**src/design/crs_cfg.svh**
```systemverilog
// Register offsets, field positions and reset values for the card reset sequencer.
// Assumes an 8-bit register port with a 16-bit byte address.
`ifndef CRS_CFG_SVH
`define CRS_CFG_SVH

// Register offsets.
`define CRS_OFS_PIN_CTL 16'hfe0a
`define CRS_OFS_PROTO_CTL 16'hfe0d
`define CRS_OFS_BYTE_CTL 16'hfe12
`define CRS_OFS_ATR_HI 16'hfe1f
`define CRS_OFS_ATR_LO 16'hfe20
`define CRS_OFS_TS_LIMIT 16'hfe21
`define CRS_OFS_REL_LEN 16'hfe22
`define CRS_OFS_STATUS 16'hfe23
`define CRS_OFS_FAULT_CTL 16'hffd4

// Reset values.
`define CRS_RST_ZERO 8'h00
`define CRS_RST_REL_LEN 8'h70

// Field positions.
`define CRS_BIT_RESET_HOLD 7
`define CRS_BIT_ATR_MODE 0
`define CRS_BIT_TS_DETECT 6
`define CRS_BIT_OVERRIDE 6
`define CRS_BIT_FAULT_DIS 5
`define CRS_THR_HI 2
`define CRS_THR_LO 0
`define CRS_FAULT_CTL_MASK 8'h6f

// Status bits, write one to clear the sticky ones.
`define CRS_ST_TS_TO 0
`define CRS_ST_ATR_TO 1
`define CRS_ST_FAULT 2
`define CRS_ST_RELEASED 3

`endif

```
**src/design/crs_pkg.sv**
```systemverilog
// Types shared by the card reset sequencer.
// Assumes crs_cfg.svh holds the numeric constants.
package crs_pkg;

  // Card reset sequencing states, one-hot.
  typedef enum logic [4:0] {
    CRS_OFF = 5'h01,
    CRS_HOLD = 5'h02,
    CRS_DELAY = 5'h04,
    CRS_RELEASED = 5'h08,
    CRS_FAULT = 5'h10
  } crs_state_t;

endpackage

```
**src/design/crs_card_reset.sv**
```systemverilog
// Card reset release sequencing, TS and ATR timeout supervision and supply-fault shutdown.
// Assumes etuTick, rxStartEdge and the register port come from logic on clk_sys;
// cardSupplyGood and vddLow come from analog circuits and are synchronised here.
//
// Implementation choice: the address-and-strobe port.
`include "crs_cfg.svh"

module crs_card_reset
  import crs_pkg::*;
#(
  parameter int NUM_IF = 2,
  parameter logic [2:0] FACTORY_THRESHOLD = 3'h0
) (
  // Clock and reset.
  input wire logic clk_sys,
  input wire logic rst,
  // Register port.
  input wire logic [15:0] regAddr,
  input wire logic [7:0] regWrData,
  input wire logic regWr,
  input wire logic regRd,
  output logic [7:0] regRdData,
  // Card UART and baud generator.
  input wire logic etuTick,
  input wire logic rxStartEdge,
  // Interface selection.
  input wire logic [$clog2(NUM_IF)-1:0] ifSelect,
  // Analog supervisors.
  input wire logic cardSupplyGood,
  input wire logic vddLow,
  output logic [2:0] faultThreshold,
  // Card side.
  output logic [NUM_IF-1:0] cardResetN,
  output logic [NUM_IF-1:0] cardDeactivate,
  output logic timeoutIrq
);

  // Register map, all byte wide:
  // Pin control: bit 7 holds the card in reset.
  // Protocol control: bit 0 arms ATR timing.
  // Byte control: bit 6 enables TS timing.
  // ATR limit: high byte first, low byte at the next address.
  // TS limit: one byte, the ETUs allowed before the TS start bit.
  // Release length: the ETUs between a release request and the release.
  // Status: timeout and fault flags, write one to clear; bit 3 shows the release.
  // Fault control: bit 6 override, bit 5 disable, bits 2 to 0 threshold code.
  // Other control bits are stored and read back; fault control keeps bits 7 and 4 at zero.
  // Register storage.
  logic [7:0] pinCtl;
  logic [7:0] protoCtl;
  logic [7:0] byteCtl;
  logic [7:0] atrLimitHigh;
  logic [7:0] atrLimitLow;
  logic [7:0] tsLimit;
  logic [7:0] relLength;
  logic [7:0] faultCtl;
  logic tsTimeout;
  logic atrTimeout;
  logic faultSeen;

  // Synchronisers.
  logic supplyGoodMeta;
  logic supplyGoodSync;
  logic vddLowMeta;
  logic vddLowSync;

  // Sequencer and counters.
  crs_state_t state;
  crs_state_t next_state;
  logic [7:0] delayCount;
  logic [8:0] tsCount;
  logic tsRun;
  logic [16:0] atrCount;
  logic atrRun;
  logic [$clog2(NUM_IF)-1:0] activeIf;

  // Compares an ETU count with its limit; the count must exceed the limit to trip.
  // Both sides carry one spare bit above the limit width, so a limit of all ones
  // can still be exceeded instead of the counter wrapping back to zero first.
  function automatic logic over_limit(input logic [16:0] count, input logic [16:0] limit);
    over_limit = count > limit;
  endfunction

  // Turns the latched slot index into a per-slot mask, gated by one condition.
  // The release and the deactivation both use it, so the two can never disagree
  // about which slot is meant.
  function automatic logic [NUM_IF-1:0] slot_mask(input logic [$clog2(NUM_IF)-1:0] slot, input logic on);
    slot_mask = '0;
    for (int i = 0; i < NUM_IF; i++) begin
      if (on && slot == i[$clog2(NUM_IF)-1:0]) begin
        slot_mask[i] = 1'b1;
      end
    end
  endfunction

  // Address decode. Full 16-bit compares: a partial decode would alias onto the
  // neighbouring card registers and let a stray write move a limit.
  wire selPin = regAddr == `CRS_OFS_PIN_CTL;
  wire selProto = regAddr == `CRS_OFS_PROTO_CTL;
  wire selByte = regAddr == `CRS_OFS_BYTE_CTL;
  wire selAtrHi = regAddr == `CRS_OFS_ATR_HI;
  wire selAtrLo = regAddr == `CRS_OFS_ATR_LO;
  wire selTs = regAddr == `CRS_OFS_TS_LIMIT;
  wire selRel = regAddr == `CRS_OFS_REL_LEN;
  wire selStatus = regAddr == `CRS_OFS_STATUS;
  wire selFault = regAddr == `CRS_OFS_FAULT_CTL;

  // Control fields. The ATR limit is rebuilt from its two bytes every cycle, so
  // firmware should write both bytes before arming ATR timing.
  wire resetHold = pinCtl[`CRS_BIT_RESET_HOLD];
  wire atrMode = protoCtl[`CRS_BIT_ATR_MODE];
  wire tsDetect = byteCtl[`CRS_BIT_TS_DETECT];
  wire thresholdOverride = faultCtl[`CRS_BIT_OVERRIDE];
  wire faultDisable = faultCtl[`CRS_BIT_FAULT_DIS];
  wire [2:0] thresholdField = faultCtl[`CRS_THR_HI:`CRS_THR_LO];
  wire [15:0] atrLimit = {atrLimitHigh, atrLimitLow};
  wire lenIsZero = relLength == `CRS_RST_ZERO;
  wire delayDone = delayCount == `CRS_RST_ZERO;

  // Supply fault only counts while detection is enabled and the card is powered.
  // While OFF there is no card to protect, and in FAULT the shutdown is already
  // latched; leaving both out keeps the status flag from retriggering.
  wire faultEvent = vddLowSync && !faultDisable && state != CRS_FAULT && state != CRS_OFF;

  // Timing conventions: every count advances only on an ETU tick, never on raw
  // clk_sys cycles, so the limits stay in ETUs whatever the card clock divider
  // is set to. A limit trips on the tick that finds the count already above it.
  // Counter events; only the two trips are paced by the ETU tick.
  wire releasePulse = state != CRS_RELEASED && next_state == CRS_RELEASED;
  wire tsStop = tsRun && rxStartEdge;
  wire tsTrip = tsRun && etuTick && over_limit({8'h00, tsCount}, {9'h000, tsLimit});
  wire atrStart = atrMode && !atrRun && rxStartEdge && atrCount == 17'h00000;
  wire atrTrip = atrRun && etuTick && over_limit(atrCount, {1'b0, atrLimit});

  // Status write-one-to-clear strobes.
  wire statusWr = regWr && selStatus;
  wire clrTs = statusWr && regWrData[`CRS_ST_TS_TO];
  wire clrAtr = statusWr && regWrData[`CRS_ST_ATR_TO];
  wire clrFault = statusWr && regWrData[`CRS_ST_FAULT];

  // Next values of the sticky flags and outputs. A new event wins over a clear in
  // the same cycle, so a timeout that lands on the clearing write is never lost.
  wire next_tsTimeout = tsTrip || (tsTimeout && !clrTs);
  wire next_atrTimeout = atrTrip || (atrTimeout && !clrAtr);
  wire next_faultSeen = faultEvent || (faultSeen && !clrFault);
  wire next_timeoutIrq = next_tsTimeout || next_atrTimeout;
  wire [NUM_IF-1:0] next_cardResetN = slot_mask(activeIf, next_state == CRS_RELEASED);
  wire [NUM_IF-1:0] next_cardDeactivate = slot_mask(activeIf, next_state == CRS_FAULT);

  // Read data mux; unmapped addresses read zero.
  wire [7:0] statusByte = {4'h0, state == CRS_RELEASED, faultSeen, atrTimeout, tsTimeout};
  wire [7:0] readMux =
    selPin ? pinCtl :
    selProto ? protoCtl :
    selByte ? byteCtl :
    selAtrHi ? atrLimitHigh :
    selAtrLo ? atrLimitLow :
    selTs ? tsLimit :
    selRel ? relLength :
    selStatus ? statusByte :
    selFault ? faultCtl : `CRS_RST_ZERO;

  // Threshold handed to the comparator: code 0 is 2.3 V, each step adds 0.1 V.
  // The code is forwarded every cycle rather than sampled at power-up, so firmware
  // should change it only once the card is up, or the comparator reference may
  // step while the card is being powered.
  wire [2:0] next_threshold = thresholdOverride ? thresholdField : FACTORY_THRESHOLD;

  // Two flip-flop synchronisers for the analog levels.
  // Both levels come from comparators with no relation to clk_sys. Only the second
  // stage is read, and the two cycles of latency are far below one ETU.
  always_ff @(posedge clk_sys) begin
    if (rst) begin
      supplyGoodMeta <= 1'b0;
      supplyGoodSync <= 1'b0;
      vddLowMeta <= 1'b0;
      vddLowSync <= 1'b0;
    end else begin
      supplyGoodMeta <= cardSupplyGood;
      supplyGoodSync <= supplyGoodMeta;
      vddLowMeta <= vddLow;
      vddLowSync <= vddLowMeta;
    end
  end

  // Register writes; reserved fault-control bits are never stored.
  // Hardware never writes these registers, so firmware owns them completely and
  // no write can collide with an internal update.
  always_ff @(posedge clk_sys) begin
    if (rst) begin
      pinCtl <= `CRS_RST_ZERO;
      protoCtl <= `CRS_RST_ZERO;
      byteCtl <= `CRS_RST_ZERO;
      atrLimitHigh <= `CRS_RST_ZERO;
      atrLimitLow <= `CRS_RST_ZERO;
      tsLimit <= `CRS_RST_ZERO;
      relLength <= `CRS_RST_REL_LEN;
      faultCtl <= `CRS_RST_ZERO;
    end else if (regWr) begin
      if (selPin) pinCtl <= regWrData;
      if (selProto) protoCtl <= regWrData;
      if (selByte) byteCtl <= regWrData;
      if (selAtrHi) atrLimitHigh <= regWrData;
      if (selAtrLo) atrLimitLow <= regWrData;
      if (selTs) tsLimit <= regWrData;
      if (selRel) relLength <= regWrData;
      if (selFault) faultCtl <= regWrData & `CRS_FAULT_CTL_MASK;
    end
  end

  // Read data stands in the cycle after the read strobe only.
  // Returning zero outside that cycle lets the read buses of several slaves be
  // ORed together without a separate output enable.
  always_ff @(posedge clk_sys) begin
    if (rst) begin
      regRdData <= `CRS_RST_ZERO;
    end else begin
      regRdData <= regRd ? readMux : `CRS_RST_ZERO;
    end
  end

  // Sticky status flags; a new event wins over a clear in the same cycle.
  always_ff @(posedge clk_sys) begin
    if (rst) begin
      tsTimeout <= 1'b0;
      atrTimeout <= 1'b0;
      faultSeen <= 1'b0;
    end else begin
      tsTimeout <= next_tsTimeout;
      atrTimeout <= next_atrTimeout;
      faultSeen <= next_faultSeen;
    end
  end

  // Sequencer states:
  // OFF: the card supply is not yet good; reset is low and the slot may change.
  // HOLD: the supply is good but firmware holds reset until the hold bit clears.
  // DELAY: the release length is counted down in ETU ticks before the release.
  // RELEASED: card reset is high on the latched slot; TS and ATR timing may run.
  // FAULT: low core supply was seen; the slot stays deactivated until power drops.
  // Hold set in DELAY or RELEASED goes back to HOLD, and clearing it reloads the
  // full delay, so a firmware retry always gets the whole release length again.
  // Sequencer next state. A fault beats the hold bit and any running delay, and
  // losing card power always drops back to the off state.
  always_comb begin
    next_state = state;
    unique case (state)
      CRS_OFF: begin
        if (supplyGoodSync && !resetHold) begin
          next_state = lenIsZero ? CRS_RELEASED : CRS_DELAY;
        end else if (supplyGoodSync) begin
          next_state = CRS_HOLD;
        end
      end
      CRS_HOLD: begin
        if (!resetHold) next_state = lenIsZero ? CRS_RELEASED : CRS_DELAY;
      end
      CRS_DELAY: begin
        if (resetHold) next_state = CRS_HOLD;
        else if (etuTick && delayCount == 8'h01) next_state = CRS_RELEASED;
      end
      CRS_RELEASED: begin
        if (resetHold) next_state = CRS_HOLD;
      end
      CRS_FAULT: begin
        next_state = CRS_FAULT;
      end
    endcase
    if (faultEvent) next_state = CRS_FAULT;
    if (!supplyGoodSync) next_state = CRS_OFF;
  end

  // State register and release delay counter, loaded whenever the delay begins.
  // The length is sampled on entry to DELAY, so a length written during the count
  // only applies to the next release.
  always_ff @(posedge clk_sys) begin
    if (rst) begin
      state <= CRS_OFF;
      delayCount <= `CRS_RST_ZERO;
    end else begin
      state <= next_state;
      if (next_state == CRS_DELAY && state != CRS_DELAY) delayCount <= relLength;
      else if (state == CRS_DELAY && etuTick && !delayDone) delayCount <= delayCount - 8'h01;
    end
  end

  // The interface is latched while the card is off, so a select change during a
  // session cannot move a released reset to another slot.
  always_ff @(posedge clk_sys) begin
    if (rst) begin
      activeIf <= '0;
    end else if (state == CRS_OFF) begin
      activeIf <= ifSelect;
    end
  end

  // TS timer: starts at reset release when TS detection is on, stops at the first
  // start bit or on a trip. The trip stops it, so the spare top bit never wraps.
  // With TS detection off the timer never starts and the TS limit is ignored.
  always_ff @(posedge clk_sys) begin
    if (rst) begin
      tsRun <= 1'b0;
      tsCount <= 9'h000;
    end else if (releasePulse) begin
      tsRun <= tsDetect;
      tsCount <= 9'h000;
    end else if (tsStop || tsTrip || state != CRS_RELEASED) begin
      tsRun <= 1'b0;
    end else if (tsRun && etuTick) begin
      tsCount <= tsCount + 9'h001;
    end
  end

  // ATR timer: armed by ATR mode, started by the first start bit, cleared when
  // the mode is cleared so the next ATR starts fresh.
  // A new ATR therefore needs the mode bit cleared and set again.
  always_ff @(posedge clk_sys) begin
    if (rst) begin
      atrRun <= 1'b0;
      atrCount <= 17'h00000;
    end else if (!atrMode) begin
      atrRun <= 1'b0;
      atrCount <= 17'h00000;
    end else if (atrStart) begin
      atrRun <= 1'b1;
    end else if (atrTrip) begin
      atrRun <= 1'b0;
    end else if (atrRun && etuTick) begin
      atrCount <= atrCount + 17'h00001;
    end
  end

  // Registered outputs. Reset is low everywhere except the selected slot once
  // released; deactivation is held until card power goes away.
  // Outputs load from next values so the pins change on the same edge as the
  // state, with no decode glitches toward the pads.
  always_ff @(posedge clk_sys) begin
    if (rst) begin
      cardResetN <= '0;
      cardDeactivate <= '0;
      timeoutIrq <= 1'b0;
      faultThreshold <= FACTORY_THRESHOLD;
    end else begin
      cardResetN <= next_cardResetN;
      cardDeactivate <= next_cardDeactivate;
      timeoutIrq <= next_timeoutIrq;
      faultThreshold <= next_threshold;
    end
  end

endmodule // crs_card_reset

```
**config.mk**
```make
export PLATFORM = sky130hd
export DESIGN_NAME = crs_card_reset
export DESIGN_NICKNAME = d
export VERILOG_FILES = /design/src/design/crs_pkg.sv /design/src/design/crs_card_reset.sv
export VERILOG_INCLUDE_DIRS = /design/src /design/src/design
export SDC_FILE = /design/constraint.sdc
export NUM_CORES = 1
export LEC_CHECK = 0
export BUFFER_PORTS_ARGS = -buffer_cell sky130_fd_sc_hd__clkbuf_2
export CAP_MARGIN = 10
export CORE_MARGIN = 2
export CORE_UTILIZATION = 50
export DETAILED_ROUTE_END_ITERATION = 10
export PLACE_DENSITY = 0.71
export SYNTH_ARGS = -nofsm -noshare
export SYNTH_HDL_FRONTEND = slang
export SYNTH_SLANG_ARGS = --single-unit
```
**constraint.sdc**
```tcl
create_clock -name clk_sys -period 2.07 [get_ports clk_sys]
set_input_delay 0.414 -clock clk_sys [delete_from_list [all_inputs] [get_ports clk_sys]]
set_output_delay 0.414 -clock clk_sys [all_outputs]
set_load 0.01 [all_outputs]
```
==> results of run 1 <==
==> timing repair <==
item	in CTS	in global routing
gates cloned	2	1
pin swaps	37	37
endpoints found under the setup margin	30	39
gates resized for setup	41	40
hold buffers	0	0
setup buffers	8	8
==> area by class of cell <==
type | count | area [µm²]
Fill cell | 1008 | 4220
Multi-Input combinational cell | 560 | 4140
Sequential cell | 127 | 2550
Timing Repair Buffer | 168 | 1230
Clock buffer | 19 | 433
Tap cell | 176 | 220
Inverter | 39 | 146
Clock inverter | 12 | 144
==> through the flow <==
step	instances	power, W	worst slack [ns]
3_3_place_gp	1053	0.00271	-0.225
5_1_grt	1101	0.00578	-0.329
4_1_cts	1094	0.00564	-0.205
6_report	1101	0.00564	-0.224
3_5_place_dp	1053	0.00272	-0.313
2_1_floorplan	764	0.00261	-0.102
==> synth_stat cells, drive strengths merged (9+ instances only) <==
library cell	count	area share [%]
a21oi	49	3.7
inv	39	2.2
mux2i	57	8.6
nand2b	17	1.6
o21ai	17	1.3
dfxtp	127	38
nor3	15	1.4
nor2	70	4.1
nand3	41	3.1
clkbuf	28	1.6
nor2b	12	1.1
ha	30	5.7
and3	9	0.85
a211oi	14	1.6
and2	11	1.0
nand2	74	4.2
a22oi	17	1.9
nor4	12	1.5
buf	12	1.0
nand4	15	1.4
==> metal layers <==
metal | part of all wire (%) | vias up | routed length (µm)
li1 | - | 3058 | -
met1 | 41 | 3134 | 8240
met2 | 49 | 275 | 9850
met3 | 6.1 | 55 | 1220
met4 | 3.6 | 0 | 729
met5 | 0 | - | 0
==> worst register-to-register path, cell delays in order, from the launching register on <==
cell     delay (ns)
dfxtp_2        0.33
inv_2          0.04
ha_4           0.26
nand4_1        0.17
or4_4          0.52
o32a_4         0.27
nor2_4         0.20
buf_6          0.15
o21a_1         0.16
o21a_1         0.14
==> how the worst min path moves through the flow <==
| stage | start | cells after the start | to |
|---|---|---|---|
| finish | vddLow | 2 | vddLowMeta |
| floorplan | supplyGoodMeta | 1 | supplyGoodSync |
| global placement | supplyGoodMeta | 1 | supplyGoodSync |
| CTS | cardSupplyGood | 2 | supplyGoodMeta |
| global route | vddLow | 2 | vddLowMeta |
| detailed placement | vddLowMeta | 1 | vddLowSync |
==> logic make-up (layout without fill, tap and decap cells) <==
group	count (synthesis)	after routing	synth area share [%]
XOR/XNOR	11	11	1.46
AND/OR/NAND/NOR	308	309	24.1
buffers and inverters	79	238	4.80
AO/OA/AOI/OAI	148	149	15.5
multiplexers	61	61	9.98
flip-flops	127	127	38.4
adder cells (fa/ha/maj)	30	30	5.67
==> power by group through the flow <==
stage | Sequential (W) | Combinational (W) | Clock [W]
after global placement | 0.00251 | 0.000200 | 0
final | 0.00246 | 0.000221 | 0.00296
after detailed placement | 0.00251 | 0.000206 | 0
after CTS | 0.00246 | 0.000207 | 0.00297
after floorplan | 0.00251 | 0.000106 | 0
after global routing | 0.00246 | 0.000232 | 0.00309
==> cells in the final DEF (no fill, tap or decap), types with 14 or more instances in the layout <==
master | synthesis | layout
a21oi_1 | 49 | 44
nand4_1 | 15 | 15
nor2_1 | 69 | 65
nand2b_1 | 17 | 16
mux2i_1 | 57 | 56
o21ai_0 | 15 | 14
ha_1 | 30 | 23
nand2_1 | 74 | 73
clkbuf_2 | 0 | 48
a22oi_1 | 17 | 17
inv_1 | 39 | 34
buf_4 | 1 | 108
dfxtp_1 | 127 | 117
clkbuf_16 | 0 | 17
nand3_1 | 41 | 41
==> qor.yml, run 1 <==
status: "complete, but fails checks"
violations: "negative setup slack"
diodes: 0
ys.flop_type: "dfxtp_1"
die_x_um: 119
critPathBufInv: 2
hpwlAfterDp_um: 13500
clk_pin_slew_ns: 0.05
yosys_warnings: 0
gr-total-overflow: 0
routed_wl_um: 20000
max_freq_mhz: 436
grt_first_pass_wirelength_um: 31000
min_period_ns: 2.29
cts_tree: "done"
largest_reg_flops: 17
r2r_start: "atrLimitHigh[0]"
synth-async-reset-ratio_pct: 0
reg2reg_to: "atrCount[1]"
final_core_util_pct: 67.7
crit_family: "simple AND/OR/NAND/NOR gates"
busiest_layer: "met2"
avgRoutedWirePerCell_um: 18.2
dr.pass1.iters: 7
crit_path_max_fanout: 8
ys_types: 65
crit_slowest_cell: "or4_4"
p_int_w: 0.00440
ios: 49
via_per_inst: 5.92
gp_congestion: 0.917
largest_register: "atrCount"
critPathRequiredTime_ns: 2.43
ant_nets: 0
p_switching_w: 0.00124
yosysSeqAreaShare_pct: 38.4
maxSlewViolCount: 0
core_um2: 13100
clkPwrFrac_pct: 52.5
fin_crit_sh_pct: 111
avgSynthCellArea_um2: 8.66
tightest_slew_ns: 0.484
hold_viol: 0
rsz0062_at_grt: "true"
drc: 0
cts_buffers: 17
synthesis.area_um2: 6620
ys_ff_latch: 127
fin_skew_ns: 0.00649
reg2reg_slack_ns: -0.22
cts.sinks: 127
use_met2_pct: 47.0
cp-start-kind: "flip-flop"
grt_max_degree: 61
std_cell_rows: 42
max_slew_margin_pct: 67.4
drt_iter0_drc: 585
grt_pass1_vias: 6351
power_density_nw_per_um2: 636
end_kind: "flip-flop"
syn-num-nets: 827
worstSetupEndpoint: "atrCount[1]"
areaGrowthSynthToFinish_pct: 34.0
maxCapViolCount: 0
reg_top3: "atrCount x17, tsCount x9"
path_cells: "inv_2 -> ha_4 -> nand4_1 -> or4_4 -> o32a_4 -> nor2_4 -> buf_6 -> o21a_1 -> o21a_1"
comb_power_share_pct: 3.9
p_seq_share_pct: 43.6
setup_slack_ns: -0.224
syn-instance-count: 764
postPlaceCellArea_um2: 7760
reg2regPathDepth: 9
worstHoldPathType: "in2reg"
met1_usage_pct: 33.6
drive_above_1_share_pct: 29.6
initial_core_util_pct: 50.6
switching_share_pct: 22.0
nets: 976
die_h_um: 119
path_class: "reg2reg"
clk_path_buf_depth: 2
ir_drop_mv: 0.669
setup_tns_ns: -3.85
cp_data_arrival_time_ns: 2.66
dieArea_um2: 14200
grt_usage_pct: 27.6
grt_antenna_before_repair: 0
finalSetupViolCount: 28
whs_ns: 0.217
crit_start: "atrLimitHigh[0]"
grt_use_met3_pct: 5.46
synth_edf_count: 0
crit_top_cell: "o21a_1"
cts_max_level: 4
numPortBuffers: 48
p_leak_nw: 3.76
via_count: 6522
cts_root_buf: "clkbuf_16"
stdcell_area_um2: 8860
worst_skew_pair.late_latency_ns: 0.42
crit_cells: 9
cpPeakStageDelay_ns: 0.52
Note: power is estimated with default switching activity, not from simulation.
==> run 2: changes to the inputs <==
- BUFFER_PORTS_ARGS: -buffer_cell sky130_fd_sc_hd__clkbuf_2 -> -buffer_cell sky130_fd_sc_hd__buf_2
==> run 2 against run 1 <==
Effect of this change:
- the flow still finishes with violations (negative setup slack)
- via count fell by 0.72%
- utilization fell by 0.70 points
- die area did not move
- wire length fell by 1.5%
- first-iteration DRC count fell by 16%
- total power fell by 0.91%
- non-clock buffer count rose by 13
- maximum frequency rose by 0.61%
- sequential share of layout area rose by 0.30 points
- critical path depth did not move
- flip-flop and latch count did not move
- critical path type unchanged
- critical endpoint is now atrCount[3]
==> qor.yml, run 2 (synthesis gave the netlist of run 1 again) <==
whs_ns: 0.208  # -0.00899 ns
drive_above_1_share_pct: 28.5  # -1.2 points
via_per_inst: 5.81  # -1.9%
maxSlewViolCount: 0  # unchanged
setup_slack_ns: -0.210  # +0.0140 ns
via_count: 6475  # -0.72%
cts_buffers: 17  # unchanged
worstHoldPathType: "in2reg"
numPortBuffers: 48  # unchanged
dieArea_um2: 14200  # unchanged
fin_crit_sh_pct: 110  # -0.67 points
grt_antenna_before_repair: 0  # unchanged
cp_data_arrival_time_ns: 2.61  # -0.05 ns
status: "complete, but fails checks"
cts_max_level: 4  # unchanged
cp-start-kind: "flip-flop"
grt_first_pass_wirelength_um: 31700  # +2.3%
cts_hold_buf: 0  # unchanged
drc: 0  # unchanged
dr.pass1.iters: 5  # -2
setup_tns_ns: -3.12  # +0.733 ns
clk_path_buf_depth: 2  # unchanged
stdcell_area_um2: 8770  # -1.0%
nets: 988  # +1.2%
crit_slowest_cell: "or4_4"
finalNonFillerCells: 1114  # +1.2%
gr-total-overflow: 0  # unchanged
ios: 49  # unchanged
finalSetupViolCount: 22  # -21%
violations: "negative setup slack"
areaGrowthSynthToFinish_pct: 32.6
core_um2: 13100  # unchanged
cts.sinks: 127  # unchanged
hpwlAfterDp_um: 14100  # +4.7%
final_core_util_pct: 67.0  # -0.70 points
initial_core_util_pct: 50.6  # unchanged
power_density_nw_per_um2: 637  # +0.12%
max_slew_margin_pct: 63.2  # -4.2 points
final_cell_mix: "125 x buf_4, 117 x dfxtp_1, 74 x nand2_1"
tightest_slew_ns: 0.553  # +0.0688 ns
fin_skew_ns: 0.00541  # -0.00109 ns
std_cell_rows: 42  # unchanged
diodes: 0  # unchanged
largest_register: "atrCount"
cts_root_buf: "clkbuf_16"
hold_viol: 0  # unchanged
end_kind: "flip-flop"
final_common_cell: "buf_4"
cpPeakStageDelay_ns: 0.52  # about the same
maxCapViolCount: 0  # unchanged
max_freq_mhz: 439  # +0.61%
grt_max_degree: 54  # -11%
p_leak_nw: 3.81  # +1.3%
worst_skew_pair.late_latency_ns: 0.42  # about the same
die_h_um: 119  # unchanged
drt_iter0_drc: 494  # -16%
largest_reg_flops: 17  # unchanged
placed_cells: 1066  # +1.2%
gp_congestion: 0.920  # +0.36%
clk_pin_slew_ns: 0.06  # about the same
min_period_ns: 2.28  # -0.0140 ns
path_cells: "inv_2 -> ha_4 -> nand4_1 -> or4_4 -> o32a_4 -> nor2_4 -> buf_4 -> o211a_1 -> mux2i_1"
die_x_um: 119  # unchanged
crit_path_max_fanout: 6  # -2
ir_drop_mv: 0.567  # -15%
grt_pass1_vias: 6346  # -0.079%
postPlaceCellArea_um2: 7860  # +1.3%
routed_wl_um: 19700  # -1.5%
critPathRequiredTime_ns: 2.40  # -0.03 ns
ant_nets: 0  # unchanged
fillers: 1032  # +2.4%
reg_top3: "atrCount x17, tsCount x9"
rsz0062_at_grt: "true"
cts_tree: "done"
grt_usage_pct: 28.3  # +0.72 points
avgRoutedWirePerCell_um: 17.7  # -2.7%
path_class: "reg2reg"
==> run 2: cell types whose count changed in the layout (fill, tap and decap cells not counted), sizes merged <==
cell	before	now
buf	120	181
bufinv	3	2
clkbuf	67	19
clkinv	6	4
clkinvlp	2	6
nor2	71	70
==> run 2: critical path: cells and delay by family (launching register included) <==
kind                     cells  cell delay [ns]
AO/OA/AOI/OAI                2             0.38
multiplexers                 1             0.21
adder cells (fa/ha/maj)      1             0.25
buffers and inverters        2             0.21
flip-flops                   1             0.33
AND/OR/NAND/NOR              3             0.81
==> run 2: area by class of cell <==
cell class | count | area (µm²) | share of cell area (%)
repair buffers | 181 | 1290 | 14.8
inverters | 39 | 146 | 1.67
well taps | 176 | 220 | 2.51
flip-flops and latches | 127 | 2550 | 29.1
clock buffers | 19 | 433 | 4.94
clock inverters | 13 | 141 | 1.61
multi-input cells | 559 | 3980 | 45.4
==> run 2: metrics by stage <==
step                power (W)  setup slack [ns]
floorplan             0.00261            -0.102
global placement      0.00272            -0.257
detailed placement    0.00273            -0.273
CTS                   0.00561            -0.190
global route          0.00575            -0.328
finish                0.00559            -0.210
==> run 2: path summary, 6_finish.rpt <==
path / startpoint / to / slack, ns / cells after the start
setup / recovery: atrLimitHigh[0] / atrCount[3] / -0.21 / 9
hold / removal: cardSupplyGood / supplyGoodMeta / 0.21 / 2
setup reg to reg: atrLimitHigh[0] / atrCount[3] / -0.21 / 9
hold reg to reg: vddLowMeta / vddLowSync / 0.44 / 1
==> run 2: timing repair <==
item | 4_1_cts | 5_1_grt
setup endpoints to repair | 27 | 39
gates cloned | 0 | 1
endpoints found under the hold margin | 0 | 0
pin swaps | 15 | 15
resized for setup | 26 | 22
setup buffers | 10 | 5
==> run 2: power by group <==
| part | total, W | switching, W | internal, W |
|---|---|---|---|
| combinational | 0.000224 | 0.000147 | 0.0000777 |
| clock | 0.00291 | 0.00114 | 0.00177 |
| sequential | 0.00246 | 0.00000655 | 0.00245 |
| total | 0.00559 | 0.00129 | 0.00430 |
==> run 2: layer usage <==
metal | GRT usage [%] | up-vias | routed length, µm | part of all wire, %
li1 | - | 3083 | - | -
met1 | 35.9 | 3091 | 8450 | 43
met2 | 46.1 | 241 | 9480 | 48
met3 | 4.84 | 60 | 1080 | 5.5
met4 | 15.0 | 0 | 720 | 3.6
met5 | 0 | - | 0 | 0
